**config.mk**
```make
export PLATFORM = sky130hd
export DESIGN_NAME = pscx_ctrl
export DESIGN_NICKNAME = d
export VERILOG_FILES = /design/src/pscx_pkg.sv /design/src/pscx_ms_tick.sv /design/src/pscx_ctrl.sv
export SDC_FILE = /design/constraint.sdc
export NUM_CORES = 1
export LEC_CHECK = 0
export ABC_AREA = 1
export BUFFER_PORTS_ARGS = -buffer_cell sky130_fd_sc_hd__buf_4
export CORE_ASPECT_RATIO = 1.4
export CORE_MARGIN = 4
export CORE_UTILIZATION = 35
export CTS_CLUSTER_SIZE = 14
export DETAILED_ROUTE_END_ITERATION = 7
export PLACE_DENSITY_LB_ADDON = 0.15
export SLEW_MARGIN = 30
export SYNTH_ARGS = -nofsm -noshare
export SYNTH_HDL_FRONTEND = slang
export SYNTH_SLANG_ARGS = --single-unit
export TNS_END_PERCENT = 30
```
**constraint.sdc**
```tcl
create_clock -name clk_in -period 15.15 [get_ports clk_in]
set_input_delay 0.7575 -clock clk_in [delete_from_list [all_inputs] [get_ports clk_in]]
set_output_delay 0.7575 -clock clk_in [all_outputs]
set_load 0.02 [all_outputs]
```
**src/pscx_pkg.sv**
```systemverilog
// Shared constants for the pointer sequence control block.
// Assumes a single 25 MHz clock and a 32-bit Avalon-MM register bus.
package pscx_pkg;

  localparam int unsigned CLK_HZ    = 25000000;
  localparam int unsigned MS_PER_S  = 1000;
  localparam int unsigned MS_CYCLES = CLK_HZ / MS_PER_S;

  // Register byte offsets
  localparam logic [4:0] OFS_CTRL      = 5'h00;
  localparam logic [4:0] OFS_CUSTOM    = 5'h04;
  localparam logic [4:0] OFS_ACTION    = 5'h08;
  localparam logic [4:0] OFS_STATUS    = 5'h0c;
  localparam logic [4:0] OFS_INTERVAL  = 5'h10;
  localparam logic [4:0] OFS_COUNTDOWN = 5'h14;

  // Control field positions
  localparam int unsigned CTRL_MODE_LSB  = 0;
  localparam int unsigned CTRL_TYPE_BIT  = 2;
  localparam int unsigned CTRL_SEQ_LSB   = 3;
  localparam int unsigned CTRL_DIR_BIT   = 7;
  localparam int unsigned CTRL_RATE_LSB  = 8;
  localparam int unsigned CTRL_INIT_BIT  = 11;
  localparam int unsigned CTRL_COOL_BIT  = 12;
  localparam int unsigned CTRL_WIDTH     = 13;
  localparam logic [12:0] CTRL_RESET     = 13'h0000;
  localparam logic [13:0] CUSTOM_RESET   = 14'h03e8;

  // Pointer/timing modes
  localparam logic [1:0] MODE_TIMED = 2'h0;
  localparam logic [1:0] MODE_FREQ  = 2'h1;
  localparam logic [1:0] MODE_SEQ   = 2'h2;

  // Sequence type codes
  localparam logic [3:0] SEQ_SINGLE    = 4'h0;
  localparam logic [3:0] SEQ_BURST     = 4'h1;
  localparam logic [3:0] SEQ_PHASE     = 4'h2;
  localparam logic [3:0] SEQ_CONT      = 4'h3;
  localparam logic [3:0] SEQ_CONT_CAN  = 4'h4;
  localparam logic [3:0] SEQ_CONT_ADD  = 4'h5;
  localparam logic [3:0] SEQ_873       = 4'h6;
  localparam logic [3:0] SEQ_873_CAN   = 4'h7;
  localparam logic [3:0] SEQ_873_ADD   = 4'h8;
  localparam logic [3:0] SEQ_261       = 4'h9;
  localparam logic [3:0] SEQ_261_CAN   = 4'ha;
  localparam logic [3:0] SEQ_261_ADD   = 4'hb;
  localparam logic [3:0] SEQ_SALT      = 4'hc;
  localparam logic [3:0] SEQ_DALT      = 4'hd;

  // Rate selections and presets, in ms
  localparam logic [2:0]  RATE_CUSTOM = 3'h4;
  localparam logic [15:0] RATE0_MS    = 16'd1000;
  localparam logic [15:0] RATE1_MS    = 16'd2000;
  localparam logic [15:0] RATE2_MS    = 16'd5000;
  localparam logic [15:0] RATE3_MS    = 16'd10000;

  // Fixed timings, in ms
  localparam logic [15:0] SINGLE_GAP_MS = 16'd30000;
  localparam logic [23:0] INIT_ON_MS    = 24'd30000;

  // Pattern shapes
  localparam logic [6:0] LEN_873  = 7'd90;
  localparam logic [6:0] EMIT_873 = 7'd87;
  localparam logic [6:0] LEN_261  = 7'd27;
  localparam logic [6:0] EMIT_261 = 7'd26;
  localparam logic [6:0] LEN_ONE  = 7'd1;

  // Status encoding of the phase
  localparam logic [1:0] STAT_IDLE = 2'h0;
  localparam logic [1:0] STAT_INIT = 2'h1;
  localparam logic [1:0] STAT_COOL = 2'h2;
  localparam logic [1:0] STAT_RUN  = 2'h3;

  typedef enum logic [1:0] {ST_IDLE, ST_INIT, ST_COOL, ST_RUN} pscx_state_e;

endpackage

```
**src/pscx_ms_tick.sv**
```systemverilog
// Millisecond tick divider for the pointer sequence control block.
// Assumes one free-running clock; the tick is a one-cycle pulse.
`timescale 1ns/100ps
module pscx_ms_tick #(
  parameter int unsigned DIV = 25000
) (
  input  wire logic clk_in,
  input  wire logic rst_in,
  output logic      tick_out
);
  logic [23:0] cnt_r;
  wire         wrap = (cnt_r == 24'(DIV - 1));

  always_ff @(posedge clk_in) begin
    if (rst_in) begin
      cnt_r    <= 24'h000000;
      tick_out <= 1'b0;
    end else begin
      cnt_r    <= wrap ? 24'h000000 : cnt_r + 24'h000001;
      tick_out <= wrap;
    end
  end
endmodule // pscx_ms_tick

```
**src/pscx_ctrl.sv**
```systemverilog
// Pointer sequence control: configuration registers, phase machine, pointer events.
// Assumes an Avalon-MM master with waitrequest; all inputs synchronous to clk_in.
//
// What this block does
// - 87-3 family only for STS pointers, 26-1 family only for VT; others both.
// - Sequences run only while the pointer/timing mode selects sequences.
// - Configured increment/decrement applies to all types except the alternating ones.
// - Continuous types step at preset 1000/2000/5000/10000 ms or a custom rate.
// - Optional initialization phase, fixed at 30 s when on, 0 s when off.
// - Optional cool-down phase whose length is twice the step interval.
// - One action toggles start and stop; a started sequence repeats until stopped.
// - Anomaly types report anomaly interval and, during the run phase, time until next anomaly.
// - Other types report adjustment interval and, during the run phase, time until next adjustment.
// - Periodic 87-3 emits 87 movements then omits 3, repeating.
// - Periodic 26-1 emits 26 movements then omits 1, repeating.
// - Single type spaces pointer adjustments by 30 s.
`timescale 1ns/100ps
module pscx_ctrl
  import pscx_pkg::*;
#(
  parameter int unsigned MS_DIV = pscx_pkg::MS_CYCLES
) (
  input  wire logic        clk_in,
  input  wire logic        rst_in,
  input  wire logic [4:0]  avs_address_in,
  input  wire logic        avs_read_in,
  input  wire logic        avs_write_in,
  input  wire logic [31:0] avs_writedata_in,
  output logic [31:0]      avs_readdata_out,
  output logic             avs_waitrequest_out,
  output logic             ptr_move_out,
  output logic             ptr_inc_out,
  output logic [1:0]       phase_out
);
  import pscx_pkg::*;

  logic [12:0]  ctrl_r;
  logic [13:0]  custom_r;
  pscx_state_e  state_r;
  logic [23:0]  left_r;
  logic [6:0]   slot_r;
  logic         alt_r;
  logic         ms_tick;

  pscx_ms_tick #(.DIV(MS_DIV)) u_tick (
    .clk_in   (clk_in),
    .rst_in   (rst_in),
    .tick_out (ms_tick)
  );

  // Bus decode: one wait cycle, then the access completes
  wire        req      = avs_read_in | avs_write_in;
  wire        accept   = req & ~avs_waitrequest_out;
  wire        wr_ctrl  = accept & avs_write_in & (avs_address_in == OFS_CTRL);
  wire        wr_cust  = accept & avs_write_in & (avs_address_in == OFS_CUSTOM);
  wire        action   = accept & avs_write_in & (avs_address_in == OFS_ACTION)
                         & avs_writedata_in[0];

  // Configuration fields
  wire [1:0]  mode     = ctrl_r[CTRL_MODE_LSB +: 2];
  wire        vt_type  = ctrl_r[CTRL_TYPE_BIT];
  wire [3:0]  seq      = ctrl_r[CTRL_SEQ_LSB +: 4];
  wire        dir_inc  = ctrl_r[CTRL_DIR_BIT];
  wire [2:0]  rate_sel = ctrl_r[CTRL_RATE_LSB +: 3];
  wire        init_en  = ctrl_r[CTRL_INIT_BIT];
  wire        cool_en  = ctrl_r[CTRL_COOL_BIT];

  wire fam_873 = (seq == SEQ_873) | (seq == SEQ_873_CAN) | (seq == SEQ_873_ADD);
  wire fam_261 = (seq == SEQ_261) | (seq == SEQ_261_CAN) | (seq == SEQ_261_ADD);
  wire alt_seq = (seq == SEQ_SALT) | (seq == SEQ_DALT);
  wire known   = (seq <= SEQ_DALT);
  wire allowed = known & ~(fam_873 & vt_type) & ~(fam_261 & ~vt_type);
  wire cont_seq = (seq >= SEQ_CONT) & (seq <= SEQ_261_ADD);
  wire anomaly_seq = (seq == SEQ_CONT_CAN) | (seq == SEQ_CONT_ADD) | fam_873 | fam_261;

  // Step interval in ms
  wire [15:0] cust_ms  = (custom_r == 14'h0000) ? 16'h0001 : {2'b00, custom_r};
  wire [15:0] rate_ms  = (rate_sel == 3'h0) ? RATE0_MS :
                         (rate_sel == 3'h1) ? RATE1_MS :
                         (rate_sel == 3'h2) ? RATE2_MS :
                         (rate_sel == 3'h3) ? RATE3_MS : cust_ms;
  wire [15:0] step_ms  = cont_seq ? rate_ms : SINGLE_GAP_MS;
  wire [23:0] step24   = {8'h00, step_ms};
  wire [23:0] cool_ms  = {7'h00, step_ms, 1'b0};

  // Pattern shape
  wire [6:0]  pat_len  = fam_873 ? LEN_873  : fam_261 ? LEN_261  : LEN_ONE;
  wire [6:0]  pat_emit = fam_873 ? EMIT_873 : fam_261 ? EMIT_261 : LEN_ONE;
  wire        last_slot = (slot_r >= pat_len - 7'd1);
  wire        emit_now  = (slot_r < pat_emit);

  // Status figures; which pair is shown follows the sequence type
  wire [6:0]  slots_after = last_slot ? 7'd0 : pat_len - 7'd1 - slot_r;
  wire [22:0] rest_ms     = 23'(slots_after * step_ms);
  wire [23:0] pat_ms      = 24'(pat_len * step_ms);
  wire [23:0] interval    = anomaly_seq ? pat_ms : step24;
  wire [23:0] countdown   = (state_r != ST_RUN) ? 24'h000000 :
                            anomaly_seq ? left_r + {1'b0, rest_ms} : left_r;

  wire [1:0]  stat_code   = (state_r == ST_INIT) ? STAT_INIT :
                            (state_r == ST_COOL) ? STAT_COOL :
                            (state_r == ST_RUN)  ? STAT_RUN  : STAT_IDLE;

  wire [31:0] rd_mux =
    (avs_address_in == OFS_CTRL)      ? {19'h00000, ctrl_r} :
    (avs_address_in == OFS_CUSTOM)    ? {18'h00000, custom_r} :
    (avs_address_in == OFS_STATUS)    ? {27'h0000000, ptr_inc_out, anomaly_seq,
                                         allowed, stat_code} :
    (avs_address_in == OFS_INTERVAL)  ? {8'h00, interval} :
    (avs_address_in == OFS_COUNTDOWN) ? {8'h00, countdown} : 32'h00000000;

  // Phase machine
  wire         timer_done = ms_tick & (left_r <= 24'h000001);
  wire         seq_mode   = (mode == MODE_SEQ);
  pscx_state_e state_nxt;
  logic [23:0] left_nxt;
  logic [6:0]  slot_nxt;
  logic        move_nxt;

  always_comb begin
    state_nxt = state_r;
    left_nxt  = (ms_tick && left_r != 24'h000000) ? left_r - 24'h000001 : left_r;
    slot_nxt  = slot_r;
    move_nxt  = 1'b0;
    case (state_r)
      ST_IDLE: begin
        if (action && seq_mode && allowed) begin
          slot_nxt = 7'd0;
          if (init_en) begin
            state_nxt = ST_INIT;
            left_nxt  = INIT_ON_MS;
          end else begin
            state_nxt = ST_RUN;
            left_nxt  = step24;
          end
        end
      end
      ST_INIT: begin
        if (timer_done) begin
          state_nxt = ST_RUN;
          left_nxt  = step24;
        end
      end
      ST_RUN: begin
        if (timer_done) begin
          move_nxt = emit_now;
          left_nxt = step24;
          if (last_slot) begin
            slot_nxt = 7'd0;
            if (cool_en) begin
              state_nxt = ST_COOL;
              left_nxt  = cool_ms;
            end
          end else begin
            slot_nxt = slot_r + 7'd1;
          end
        end
      end
      ST_COOL: begin
        if (timer_done) begin
          state_nxt = ST_RUN;
          left_nxt  = step24;
        end
      end
      default: begin
        state_nxt = ST_IDLE;
      end
    endcase
    // Stop wins over everything; leaving sequence mode also halts
    if (state_r != ST_IDLE && (action || !seq_mode)) begin
      state_nxt = ST_IDLE;
      left_nxt  = 24'h000000;
      move_nxt  = 1'b0;
    end
  end

  // Alternating types flip direction each movement and ignore the setting
  wire inc_nxt = alt_seq ? ~alt_r : dir_inc;

  always_ff @(posedge clk_in) begin
    if (rst_in) begin
      ctrl_r   <= CTRL_RESET;
      custom_r <= CUSTOM_RESET;
    end else begin
      if (wr_ctrl) ctrl_r <= avs_writedata_in[CTRL_WIDTH-1:0];
      if (wr_cust) custom_r <= avs_writedata_in[13:0];
    end
  end

  always_ff @(posedge clk_in) begin
    if (rst_in) begin
      avs_waitrequest_out <= 1'b1;
      avs_readdata_out    <= 32'h00000000;
    end else begin
      avs_waitrequest_out <= ~(req & avs_waitrequest_out);
      if (req & avs_waitrequest_out) avs_readdata_out <= rd_mux;
    end
  end

  always_ff @(posedge clk_in) begin
    if (rst_in) begin
      state_r      <= ST_IDLE;
      left_r       <= 24'h000000;
      slot_r       <= 7'd0;
      alt_r        <= 1'b0;
      ptr_move_out <= 1'b0;
      ptr_inc_out  <= 1'b0;
      phase_out    <= STAT_IDLE;
    end else begin
      state_r      <= state_nxt;
      left_r       <= left_nxt;
      slot_r       <= slot_nxt;
      ptr_move_out <= move_nxt;
      phase_out    <= stat_code;
      if (move_nxt) begin
        alt_r       <= alt_seq ? ~alt_r : 1'b0;
        ptr_inc_out <= inc_nxt;
      end
    end
  end
endmodule // pscx_ctrl

```
# Yosys cells after proc, flatten, opt, wreduce, memory -nomap -nowiden
# Index checks and enable logic that the tools add are counted.
dict set report word_totals {
  regBits 123
  in_bits 41
  out_inout_bits 37
}
dict set report op_classes {
  addsub 6
  multipliers 2
  order_cmp 6
  eq_ne 29
  n_mux 46
  n_bitwise 28
  reduce_logical 18
}
# operator count
set ops {}
lappend ops {{two-way mux 24 bit} 11}
lappend ops {{one-hot mux 24 bit (3 select lines)} 1}
lappend ops {{two-way mux 14 bit} 5}
lappend ops {{multiplier 7 x 15 -> 22 bit} 2}
lappend ops {{two-way mux 7 bit} 6}
lappend ops {{two-way mux 16 bit} 2}
lappend ops {{two-way mux 15 bit} 2}
lappend ops {{adder 24 x 1 -> 24 bit, second input constant} 1}
lappend ops {{adder 24 x 22 -> 24 bit} 1}
lappend ops {{equality test 24 x 15 -> 1 bit, second input constant} 1}
lappend ops {{equality test 4 bit, second input constant} 6}
lappend ops {{<= comparator 24 x 1 -> 1 bit, second input constant} 1}
lappend ops {{nonzero test 24 bit} 1}
lappend ops {{subtractor 24 x 1 -> 24 bit, second input constant} 1}
lappend ops {{two-way mux 22 bit} 1}
lappend ops {{two-way mux 2 bit} 9}
lappend ops {{equality test 4 x 3 -> 1 bit, second input constant} 4}
lappend ops {{zero test 14 bit} 1}
lappend ops {{one-hot mux 7 bit (2 select lines)} 1}
lappend ops {{bitwise AND 1 bit} 13}
lappend ops {{equality test 5 x 4 -> 1 bit, second input constant} 2}
lappend ops {{equality test 5 bit, second input constant} 2}
lappend ops {{two-way mux 5 bit} 2}
lappend ops {{!= test 2 bit, second input constant} 5}
lappend ops {{other kinds (27)} 54}

# Logic depth before layout (Yosys ltp)
# Gate-level depths: netlist (run 1).
dict set report logic_depth {
  word_depth 17
  depth_mapped 40
}

# Modules after synthesis
# Synthesis (run 1) repeated with hierarchy kept, for this count alone.
dict set report unflattened {
  hier_cells 2364
  area_unflattened_um2 15373.5
}
# mod instances cells_each area_per_inst_um2
set by_module_without_submodules {}
lappend by_module_without_submodules {pscx_ctrl 1 2166 14014.7}
lappend by_module_without_submodules {pscx_ms_tick 1 198 1358.8}

# Least setup slack after synthesis (run 1)
# OpenSTA, ideal clock, no wires.
dict set report synth_path {
  path_kind {register to register}
  startpoint {register ctrl_r[4]}
  endpoint {register avs_readdata_out[18]}
  setup_time_ps 132
  arrival_ps 6086
  t_required_ps 15018
  setup_slack_ps 8931
  path_stages_with_launch 36
  period_less_slack_ps 6219
  cell_sequence {dfxtp_1 -> inv_1 -> nand2_1 -> inv_1 -> nand2_1 -> o21ai_2 -> clkinv_1 -> buf_1 -> ha_1 -> inv_1 -> fa_1 -> a22o_1 -> xor2_1 -> nor2_1 -> inv_1 -> clkbuf_1 -> nor2_1 -> fa_1 -> fa_1 -> fa_1 -> inv_1 -> fa_1 -> inv_1 -> ha_1 -> nand2_1 -> nor2_1 -> nor2_1 -> nand2_1 -> nand2_1 -> nand2_1 -> nand2_1 -> nand2_1 -> o21ai_0 -> nand2_1 -> nand2_1 -> a21oi_1}
}
dict set report synth_via {
  elab_chain_len 17
  word_cells_on_any_way 36
  classes_between {add/sub: 3; mul: 2; order compare: 3; eq/ne: 8; mux: 12; bitwise: 8}
}
# item line
set synth_lines {}
lappend synth_lines {{from (decl)} pscx_ctrl.sv:37} ;# logic [12:0] ctrl_r;
lappend synth_lines {{from (signal assigned)} pscx_ctrl.sv:185} ;# if (wr_ctrl) ctrl_r <= avs_writedata_in[CTRL_WIDTH-1:0];
lappend synth_lines {{equality test 4 bit} pscx_ctrl.sv:69} ;# wire fam_261 = (seq == SEQ_261) | (seq == SEQ_261_CAN) | (seq == SEQ_261_ADD);
lappend synth_lines {{OR 1 bit (2 in a row)} pscx_ctrl.sv:69}
lappend synth_lines {{two-way mux 5 bit} pscx_ctrl.sv:87} ;# wire [6:0] pat_len = fam_873 ? LEN_873 : fam_261 ? LEN_261 : LEN_ONE;
lappend synth_lines {{two-way mux 7 bit} pscx_ctrl.sv:87}
lappend synth_lines {{subtractor 7 x 1 -> 7 bit} {pscx_ctrl.sv:89, pscx_ctrl.sv:93}}
lappend synth_lines {{subtractor 7 bit / greater-or-equal comparator 7 bit (equally long branches)} {pscx_ctrl.sv:93, pscx_ctrl.sv:89}}
lappend synth_lines {{two-way mux 7 bit} pscx_ctrl.sv:93} ;# wire [6:0] slots_after = last_slot ? 7'd0 : pat_len - 7'd1 - slot_r;
lappend synth_lines {{multiplier 7 x 15 -> 22 bit} pscx_ctrl.sv:94} ;# wire [22:0] rest_ms = 23'(slots_after * step_ms);
lappend synth_lines {{adder 24 x 22 -> 24 bit} pscx_ctrl.sv:98} ;# anomaly_seq ? left_r + {1'b0, rest_ms} : left_r;
lappend synth_lines {{two-way mux 24 bit} pscx_ctrl.sv:98}
lappend synth_lines {{two-way mux 24 bit} pscx_ctrl.sv:97} ;# wire [23:0] countdown = (state_r != ST_RUN) ? 24'h000000 :
lappend synth_lines {{two-way mux 24 bit} pscx_ctrl.sv:110} ;# (avs_address_in == OFS_COUNTDOWN) ? {8'h00, countdown} : 32'h00000000;
lappend synth_lines {{two-way mux 24 bit *} pscx_ctrl.sv:109} ;# (avs_address_in == OFS_INTERVAL) ? {8'h00, interval} :
lappend synth_lines {{two-way mux 24 bit *} pscx_ctrl.sv:107} ;# (avs_address_in == OFS_STATUS) ? {27'h0000000, ptr_inc_out, anomaly_seq,
lappend synth_lines {{two-way mux 24 bit *} pscx_ctrl.sv:106} ;# (avs_address_in == OFS_CUSTOM) ? {18'h00000, custom_r} :
lappend synth_lines {{two-way mux 24 bit *} pscx_ctrl.sv:105} ;# (avs_address_in == OFS_CTRL) ? {19'h00000, ctrl_r} :
lappend synth_lines {{to (signal assigned)} pscx_ctrl.sv:196} ;# if (req & avs_waitrequest_out) avs_readdata_out <= rd_mux;
lappend synth_lines {{to (decl)} pscx_ctrl.sv:29} ;# output logic [31:0] avs_readdata_out,
# Every way passes the cells marked *; elsewhere a longest branch is shown, timed or not.
# A chain may end at the register's enable or synchronous reset.

# Worst setup path in the final report (run 1)
dict set report layout_path {
  startpoint {register ctrl_r[4]}
  endpoint {register avs_readdata_out[7]}
}
# Same word-level chain as after synthesis.

==> flow_summary.json, run 1 <==
{
  "ys.flop_type": "dfxtp_1",
  "coreArea_um2": 41400,
  "slew_viol_final": 0,
  "finalInstanceArea_um2": 16200,
  "synth_edf_count": 0,
  "outcome": "finished clean",
  "power-per-cell-area_nw_per_um2": 56.4,
  "path_class": "reg2reg",
  "vias": 14600,
  "area_growth_pct": 10.5,
  "antenna_left": 0,
  "synth_top_cell_area_share_pct": 16.4,
  "cp-end-kind": "flip-flop",
  "yosysTopAreaCell": "fa_1",
  "wl_mm": 53.3,
  "antenna_cells": 0,
  "p_total_w": 0.000915,
  "async_flop_share_pct": 0,
  "synth.distinct_cells": 49,
  "path_clk_slew_ps": 60,
  "hp-class": "reg2reg",
  "regToRegSetupSlack_ps": 6880,
  "avgSynthCellArea_um2": 6.47,
  "p_leak_nw": 8.36,
  "viasPerCell": 5.11,
  "vdd_drop_max_uv": 87.6,
  "synth_warnings": 0,
  "grt_max_degree": 48,
  "max_clock_freq_mhz": 121,
  "relSlewSlack_pct": 36.0,
  "routedWlPerCell_um": 18.7,
  "grt_overflow_total": 0,
  "synth_area_um2": 14700,
  "finalCritPeriodShare_pct": 54.6,
  "nFillCells": 4649,
  "finalSetupViolCount": 0,
  "min_to": "u_tick.cnt_r[0]",
  "cp_slowest_cell": "o21ai_0",
  "stdcell_count": 2851,
  "drt_first_iter_violations": 940,
  "period_minus_slack_ps": 8270,
  "place_area_um2": 15600,
  "yosysSeqAreaShare_pct": 15.7,
  "rsz0062_at_grt": "no",
  "whs_path_depth": 1,
  "firstDrtPassIters": 5,
  "r2r_end": "avs_readdata_out[7]",
  "hold_buffers": 0,
  "grt_pass1_vias": 14900,
  "grt.total_usage_pct": 23.4,
  "start_util_pct": 35.5,
  "r2r-start": "ctrl_r[4]",
  "die_area_um2": 45300,
  "drive_gt1_share_pct": 6.27,
  "htree_levels": 4,
  "cap_violations": 0,
  "cts_setup_buffers": 0,
  "tns_ps": 0,
  "gp_congestion": 0.928,
  "die_h_um": 250,
  "rr_worst_depth": 35,
  "antenna_found_initial": 0,
  "hp-start": "u_tick.cnt_r[0]",
  "worst_pin_slew_ps": 954,
  "cp.required_ps": 15460,
  "synthTopCellsByArea": "fa_1 (16%), dfxtp_1 (16%), nand2_1 (14%)",
  "hold_violations": 0,
  "ys_seq_elements": 115,
  "cts-root-buf": "clkbuf_16",
  "clk_path_buf_depth": 2,
  "arrival_ps": 8580,
  "port_buffers": 51,
  "rows": 88,
  "cp_slowest_stage_delay_ps": 610,
  "die_w_um": 181,
  "drc": 0,
  "dp.cells": 2820,
  "cts-resized-gates": 0,
  "cts_inserted_buffers": 17,
  "grt_pass1_wl_mm": 82.9,
  "clock_skew_ps": 12.1,
  "numClockSinks": 115,
  "tritoncts": "done",
  "insertion_delay_ps": 440,
  "startpoint_type": "flip-flop",
  "fin_hold_ws_ps": 448,
  "cp_max_fo": 16,
  "crit_path_frequent_cell": "inv_1",
  "syn_inst": 2269,
  "hpwl_mm": 42.9,
  "pin_count": 78,
  "finalNetCount": 2587
}
## cell families after synthesis
| family | after synthesis | share of synthesized area [%] |
|---|---|---|
| and+or+nand+nor | 1068 | 30.5 |
| buffers and inverters | 485 | 12.7 |
| AOI/OAI and AO/OA | 310 | 11.4 |
| adders and majority gates | 247 | 27.2 |
| DFF | 115 | 15.7 |
| xor gates and xnor gates | 42 | 2.51 |
| other | 2 | 0.0511 |
## flip-flops by register name (all words and copies together) (netlist names), 2 cells and up
signal and flops:
custom_r 14, phase_out 2, ctrl_r 13, slot_r 7, u_tick.cnt_r 24, avs_readdata_out 24, left_r 24, state_r 2
## metrics by stage
stage / worst slack [ps] / utilization (%)
2_1_floorplan: 8930 / -
3_3_place_gp: 6440 / 37.7
3_5_place_dp: 6780 / 37.7
4_1_cts: 6750 / 39.2
5_1_grt: 6190 / 39.2
6_report: 6880 / 39.2
## area by class of cell
type                    count  area, um^2  area share, %
well taps                 540         676           4.17
multi-input cells        1677       10600           65.1
clock inverters            13         175           1.08
inverters                 423        1590           9.79
repair buffers             65         488           3.01
flip-flops and latches    115        2300           14.2
clock buffers              18         429           2.65
## worst max-delay path, delay by kind of cell, from the launching register on
kind                       cells  cell delay [ps]
DFF                            1              410
buffers and inverters         11             1370
AOI/OAI and AO/OA              5             1040
xor gates and xnor gates       1              170
adders and majority gates      6             2850
and+or+nand+nor               12             2290
## how the worst max path moves through the flow
stage,startpoint,end,slack (ps),cells past startpoint
after floorplan,ctrl_r[4],avs_readdata_out[18],8930,35
after global placement,ctrl_r[4],avs_readdata_out[7],6440,34
after detailed placement,ctrl_r[4],avs_readdata_out[7],6780,35
after CTS,ctrl_r[4],avs_readdata_out[7],6750,35
after global routing,ctrl_r[4],avs_readdata_out[7],6190,34
final,ctrl_r[4],avs_readdata_out[7],6880,35
## synthesized netlist by cell type (all sizes together) (27+ instances only)
| cell | instances |
|---|---|
| a21oi | 171 |
| clkbuf | 43 |
| dfxtp | 115 |
| fa | 120 |
| ha | 127 |
| inv | 417 |
| nand2 | 554 |
| nand3 | 127 |
| nor2 | 292 |
| nor3 | 35 |
| o21ai | 101 |
| xor2 | 27 |
## layer usage
metal / share of wire, % / up-vias / routed length (um) / track usage (%)
met4: 5.4 / 0 / 2860 / 11.5
met3: 4.3 / 120 / 2310 / 2.82
li1: - / 7142 / - / -
met5: 0 / - / 0 / 0
met2: 51 / 383 / 27300 / 43.2
met1: 39 / 6937 / 20800 / 26.4
## cells in the final DEF (no fill, tap or decap), drive strengths merged, types with 27 or more instances in the layout
| cell | netlist | routed |
|---|---|---|
| nor2 | 292 | 292 |
| buf | 19 | 65 |
| inv | 417 | 419 |
| dfxtp | 115 | 115 |
| o21ai | 101 | 101 |
| xor2 | 27 | 27 |
| nand3 | 127 | 127 |
| fa | 120 | 120 |
| nand2 | 554 | 554 |
| ha | 127 | 127 |
| a21oi | 171 | 171 |
| nor3 | 35 | 35 |
## where the power goes
group          leakage [nW]  internal (W)  switching (W)
clock network         0.288      0.000260       0.000165
registers             0.929      0.000309     0.00000895
logic                  7.14     0.0000520       0.000120
total                  8.36      0.000621       0.000294
Note: power is estimated with default switching activity, not from simulation.
==> run 2, diff against run 1 <==
Clock period 15.15 ns to 7.13 ns, I/O delays scaled along.
==> run 2 against run 1 <==
Effect of this change: final area rose by 2.0%; sequential share of layout area fell by 0.28 points; worst hold slack got worse by 300 ps; register-to-register slack got worse by 6300 ps; setup slack got worse by 6300 ps; final cell count rose by 1.3%; combinational power rose by 110%; global-route usage rose by 0.25 points; core utilization rose by 0.79 points; via count rose by 0.73%; routed wire length rose by 1.1%.
==> flow_summary.json, run 2 (synthesis gave the netlist of run 1 again) <==
{
  "outcome": "finished clean",
  "wl_mm": 53.9,
  "numClockSinks": 115,
  "cap_violations": 0,
  "cp_slowest_cell": "fa_1",
  "cts-root-buf": "clkbuf_16",
  "rsz0062_at_grt": "no",
  "viasPerCell": 5.08,
  "cp_max_fo": 8,
  "period_minus_slack_ps": 6520,
  "start_util_pct": 35.5,
  "drc": 0,
  "routedWlPerCell_um": 18.6,
  "whs_path_depth": 3,
  "place_area_um2": 15900,
  "finalCritPeriodShare_pct": 91.5,
  "clock_skew_ps": 9.41,
  "grt.total_usage_pct": 23.6,
  "antenna_left": 0,
  "die_h_um": 250,
  "nFillCells": 4606,
  "vias": 14700,
  "worst_pin_slew_ps": 933,
  "area_growth_pct": 12.7,
  "firstDrtPassIters": 6,
  "clk_path_buf_depth": 2,
  "slew_viol_final": 0,
  "antenna_found_initial": 0,
  "vdd_drop_max_uv": 150,
  "die_w_um": 181,
  "rr_worst_depth": 34,
  "regToRegSetupSlack_ps": 610,
  "finalSetupViolCount": 0,
  "cp.required_ps": 7430,
  "drive_gt1_share_pct": 7.92,
  "p_leak_nw": 8.56,
  "reg_top3": "avs_readdata_out x24, left_r x24, u_tick.cnt_r x24",
  "cts_inserted_buffers": 17,
  "drt_first_iter_violations": 979,
  "max_clock_freq_mhz": 153,
  "insertion_delay_ps": 430,
  "arrival_ps": 6820,
  "path_clk_slew_ps": 60,
  "hpwl_mm": 43.9,
  "die_area_um2": 45300,
  "rows": 88,
  "final_cell_mix": "nand2_1 (543), inv_1 (408), nor2_1 (282)",
  "tns_ps": 0,
  "htree_levels": 4,
  "coreArea_um2": 41400,
  "grt_pass1_vias": 15000,
  "grt_pass1_wl_mm": 83.8,
  "port_buffers": 51,
  "relSlewSlack_pct": 37.8,
  "finalNetCount": 2625,
  "gp_congestion": 0.937,
  "hold_violations": 0,
  "p_total_w": 0.00200,
  "cp_slowest_stage_delay_ps": 490,
  "path_class": "reg2reg",
  "grt_overflow_total": 0,
  "crit_path_frequent_cell": "nand2_1",
  "hp-class": "in2reg",
  "tritoncts": "done",
  "pin_count": 78,
  "antenna_cells": 0,
  "grt_max_degree": 49,
  "finalInstanceArea_um2": 16500,
  "cp-end-kind": "flip-flop",
  "startpoint_type": "flip-flop",
  "power-per-cell-area_nw_per_um2": 121,
  "final_common_cell": "nand2_1",
  "fin_hold_ws_ps": 153,
  "post-place-ws_ps": 551,
  "layout_setup_ws_ps": 608
}
-- run 2: changes by cell type in the layout (fill, tap and decap cells not counted), sizes merged --
| cell | delta |
|---|---|
| buf | +38 |
| clkinv | -5 |
| clkbuf | +2 |
| clkinvlp | +2 |
| bufinv | +1 |
-- run 2: power breakdown --
part,total (W),leakage (nW),internal (W),switching (W)
Combinational,0.000367,7.32,0.000112,0.000255
Sequential,0.000675,0.929,0.000657,0.0000179
Clock,0.000956,0.309,0.000613,0.000343
Total,0.00200,8.56,0.00138,0.000616
-- run 2: per-stage QoR --
step / std cells / utilization (%)
detailed placement: 2855 / 38.4
floorplan: 2277 / -
finish: 2889 / 40.0
CTS: 2886 / 39.9
global placement: 2855 / 38.4
global route: 2889 / 40.0
-- run 2: path summary, 6_finish.rpt --
kind                       startpoint                   end
setup / recovery            ctrl_r[6]  avs_readdata_out[17]
hold / removal    avs_writedata_in[3]           custom_r[3]
setup reg to reg            ctrl_r[6]  avs_readdata_out[17]
hold reg to reg       u_tick.cnt_r[0]       u_tick.cnt_r[0]
-- run 2: cell type report --
class	instances	area, um^2	share of cell area, %
clock inverters	11	175	1.06
repair buffers	103	773	4.67
multi-input cells	1677	10600	63.8
clock buffers	20	467	2.82
inverters	423	1600	9.64
flip-flops and latches	115	2300	13.9
well taps	540	676	4.08
-- run 2: worst max-delay path: cells and delay by family, from the launching register on --
family | cells | cell delay, ps
fa+ha+maj | 7 | 2820
buf+inv | 9 | 930
simple gates | 13 | 1360
flops | 1 | 380
xor+xnor | 1 | 150
compound gates | 4 | 720
-- run 2: per-layer routing --
metal | wire (um) | vias up | track usage [%] | share of wire [%]
li1 | - | 7214 | - | -
met1 | 21200 | 6930 | 27.1 | 39
met2 | 27500 | 416 | 43.0 | 51
met3 | 2090 | 128 | 2.63 | 3.9
met4 | 3040 | 0 | 12.2 | 5.6
met5 | 0 | - | 0 | 0
-- run 2: timing repair --
item	4_1_cts	5_1_grt
resized for setup	0	3
buffers inserted	0	3
hold buffers	0	0
endpoints found under the setup margin	0	10
==> run 3, diff against run 2 <==
Settings changed: CORE_ASPECT_RATIO 1.4 to 2, CORE_UTILIZATION 35 to 58.
==> run 3 against run 2 <==
Effect of this change: final area decreased by 2.8%; sequential share of layout area increased by 0.41 points; count of clock-buffer cells in the layout decreased by 3; final cell count decreased by 7.7%; global-route usage increased by 15 points; non-clock buffer count decreased by 21; clock power decreased by 13%; via count increased by 3.3%; combinational power increased by 7.1%; sequential cell count unchanged.
==> flow_summary.json, run 3 (synthesis gave the netlist of run 1 again) <==
{
  "grt_max_degree": 47,
  "drt_first_iter_violations": 1196,
  "start_util_pct": 58.7,
  "viasPerCell": 5.69,
  "rsz0062_at_grt": "yes",
  "startpoint_type": "flip-flop",
  "crit_path_frequent_cell": "nand2_1",
  "cp_slowest_cell": "fa_1",
  "grt.total_usage_pct": 39.0,
  "clk_path_buf_depth": 2,
  "whs_path_depth": 3,
  "routedWlPerCell_um": 19.9,
  "area_growth_pct": 9.51,
  "worst_pin_slew_ps": 939,
  "cts-root-buf": "clkbuf_16",
  "arrival_ps": 7050,
  "p_total_w": 0.00190,
  "gp_congestion": 1.07,
  "cp.required_ps": 7450,
  "port_buffers": 51,
  "reg_top3": "avs_readdata_out x24, left_r x24, u_tick.cnt_r x24",
  "fin_hold_ws_ps": 140,
  "power-per-cell-area_nw_per_um2": 118,
  "grt_pass1_vias": 15400,
  "rows": 82,
  "die_w_um": 121,
  "drive_gt1_share_pct": 7.51,
  "cp_max_fo": 9,
  "p_leak_nw": 8.43,
  "hold_violations": 0,
  "firstDrtPassIters": 6,
  "antenna_left": 0,
  "path_clk_slew_ps": 60,
  "finalCritPeriodShare_pct": 94.5,
  "grt_pass1_wl_mm": 82.7,
  "numClockSinks": 115,
  "slew_viol_final": 0,
  "cp-end-kind": "flip-flop",
  "finalSetupViolCount": 0,
  "antenna_found_initial": 1,
  "drc": 0,
  "outcome": "finished clean",
  "path_delay_family": "adder cells",
  "critPathBufInv": 8,
  "cts_inserted_buffers": 17,
  "clock_skew_ps": 13.2,
  "period_minus_slack_ps": 6730,
  "vdd_drop_max_uv": 293,
  "cp_slowest_stage_delay_ps": 570,
  "tns_ps": 0,
  "htree_levels": 4,
  "relSlewSlack_pct": 37.0,
  "die_h_um": 233,
  "nFillCells": 2484,
  "finalNetCount": 2604,
  "cap_violations": 0,
  "hpwl_mm": 42.6,
  "tritoncts": "done",
  "grt_overflow_total": 0,
  "final_common_cell": "nand2_1",
  "die_area_um2": 28100,
  "rr_worst_depth": 35,
  "insertion_delay_ps": 450,
  "cp.depth": 35,
  "wl_mm": 53.0,
  "hp-class": "in2reg",
  "hold_buffers": 0,
  "path_class": "reg2reg",
  "coreArea_um2": 25000,
  "vias": 15200,
  "pin_count": 78,
  "final_cell_mix": "nand2_1 (542), inv_1 (407), nor2_1 (279)",
  "max_clock_freq_mhz": 148
}
## run 3: cell types whose count changed in the layout (fill, tap and decap cells not counted), sizes merged
cell    previous run  this run
buf              103        82
bufinv             4         0
clkbuf            20        17
diode              0         1
inv              419       427
## run 3: power by group
part	switching [W]	internal, W	total [W]
sequential	0.0000172	0.000656	0.000674
combinational	0.000281	0.000112	0.000393
clock	0.000371	0.000460	0.000831
## run 3: layer usage
layer  routed length [um]  up-vias  global-route usage, %
li1                     -     7181                      -
met1                17800     7046                   39.0
met2                26000      668                   67.1
met3                 3110      275                   6.98
met4                 6100        0                   36.0
met5                    0        -                      0
## run 3: path summary, 6_finish.rpt
path                            start                    to  slack, ps
hold reg to reg       u_tick.cnt_r[0]       u_tick.cnt_r[0]        440
setup reg to reg            ctrl_r[3]  avs_readdata_out[14]        400
hold / removal    avs_writedata_in[6]           custom_r[6]        140
setup / recovery            ctrl_r[3]  avs_readdata_out[14]        400
## run 3: timing repair
item                                    4_1_cts  5_1_grt
setup buffers                                 0        3
resized for setup                             0       14
endpoints found under the setup margin        0       16
## run 3: per-stage QoR
stage | std cells | area [um^2] | utilization (%) | setup slack, ps
floorplan | 2277 | 14700 | - | 911
global placement | 2630 | 15500 | 61.7 | 437
detailed placement | 2630 | 15500 | 61.7 | 287
CTS | 2662 | 16000 | 64.0 | 285
global route | 2666 | 16100 | 64.2 | -18.8
finish | 2666 | 16100 | 64.2 | 395
## run 3: area by class of cell
cell class | instances | area [um^2] | area share, %
sequential | 115 | 2300 | 14.3
timing repair buffer | 82 | 616 | 3.83
clock inverter | 15 | 136 | 0.848
antenna | 1 | 2.50 | 0.0156
inverter | 423 | 1600 | 9.92
multi-input combinational | 1677 | 10600 | 65.8
tap | 336 | 420 | 2.61
clock buffer | 17 | 425 | 2.65
## run 3: tightest hold or removal path: stages
cell	delay [ps]
buf_4	80
nand2_1	40
nand3_1	60
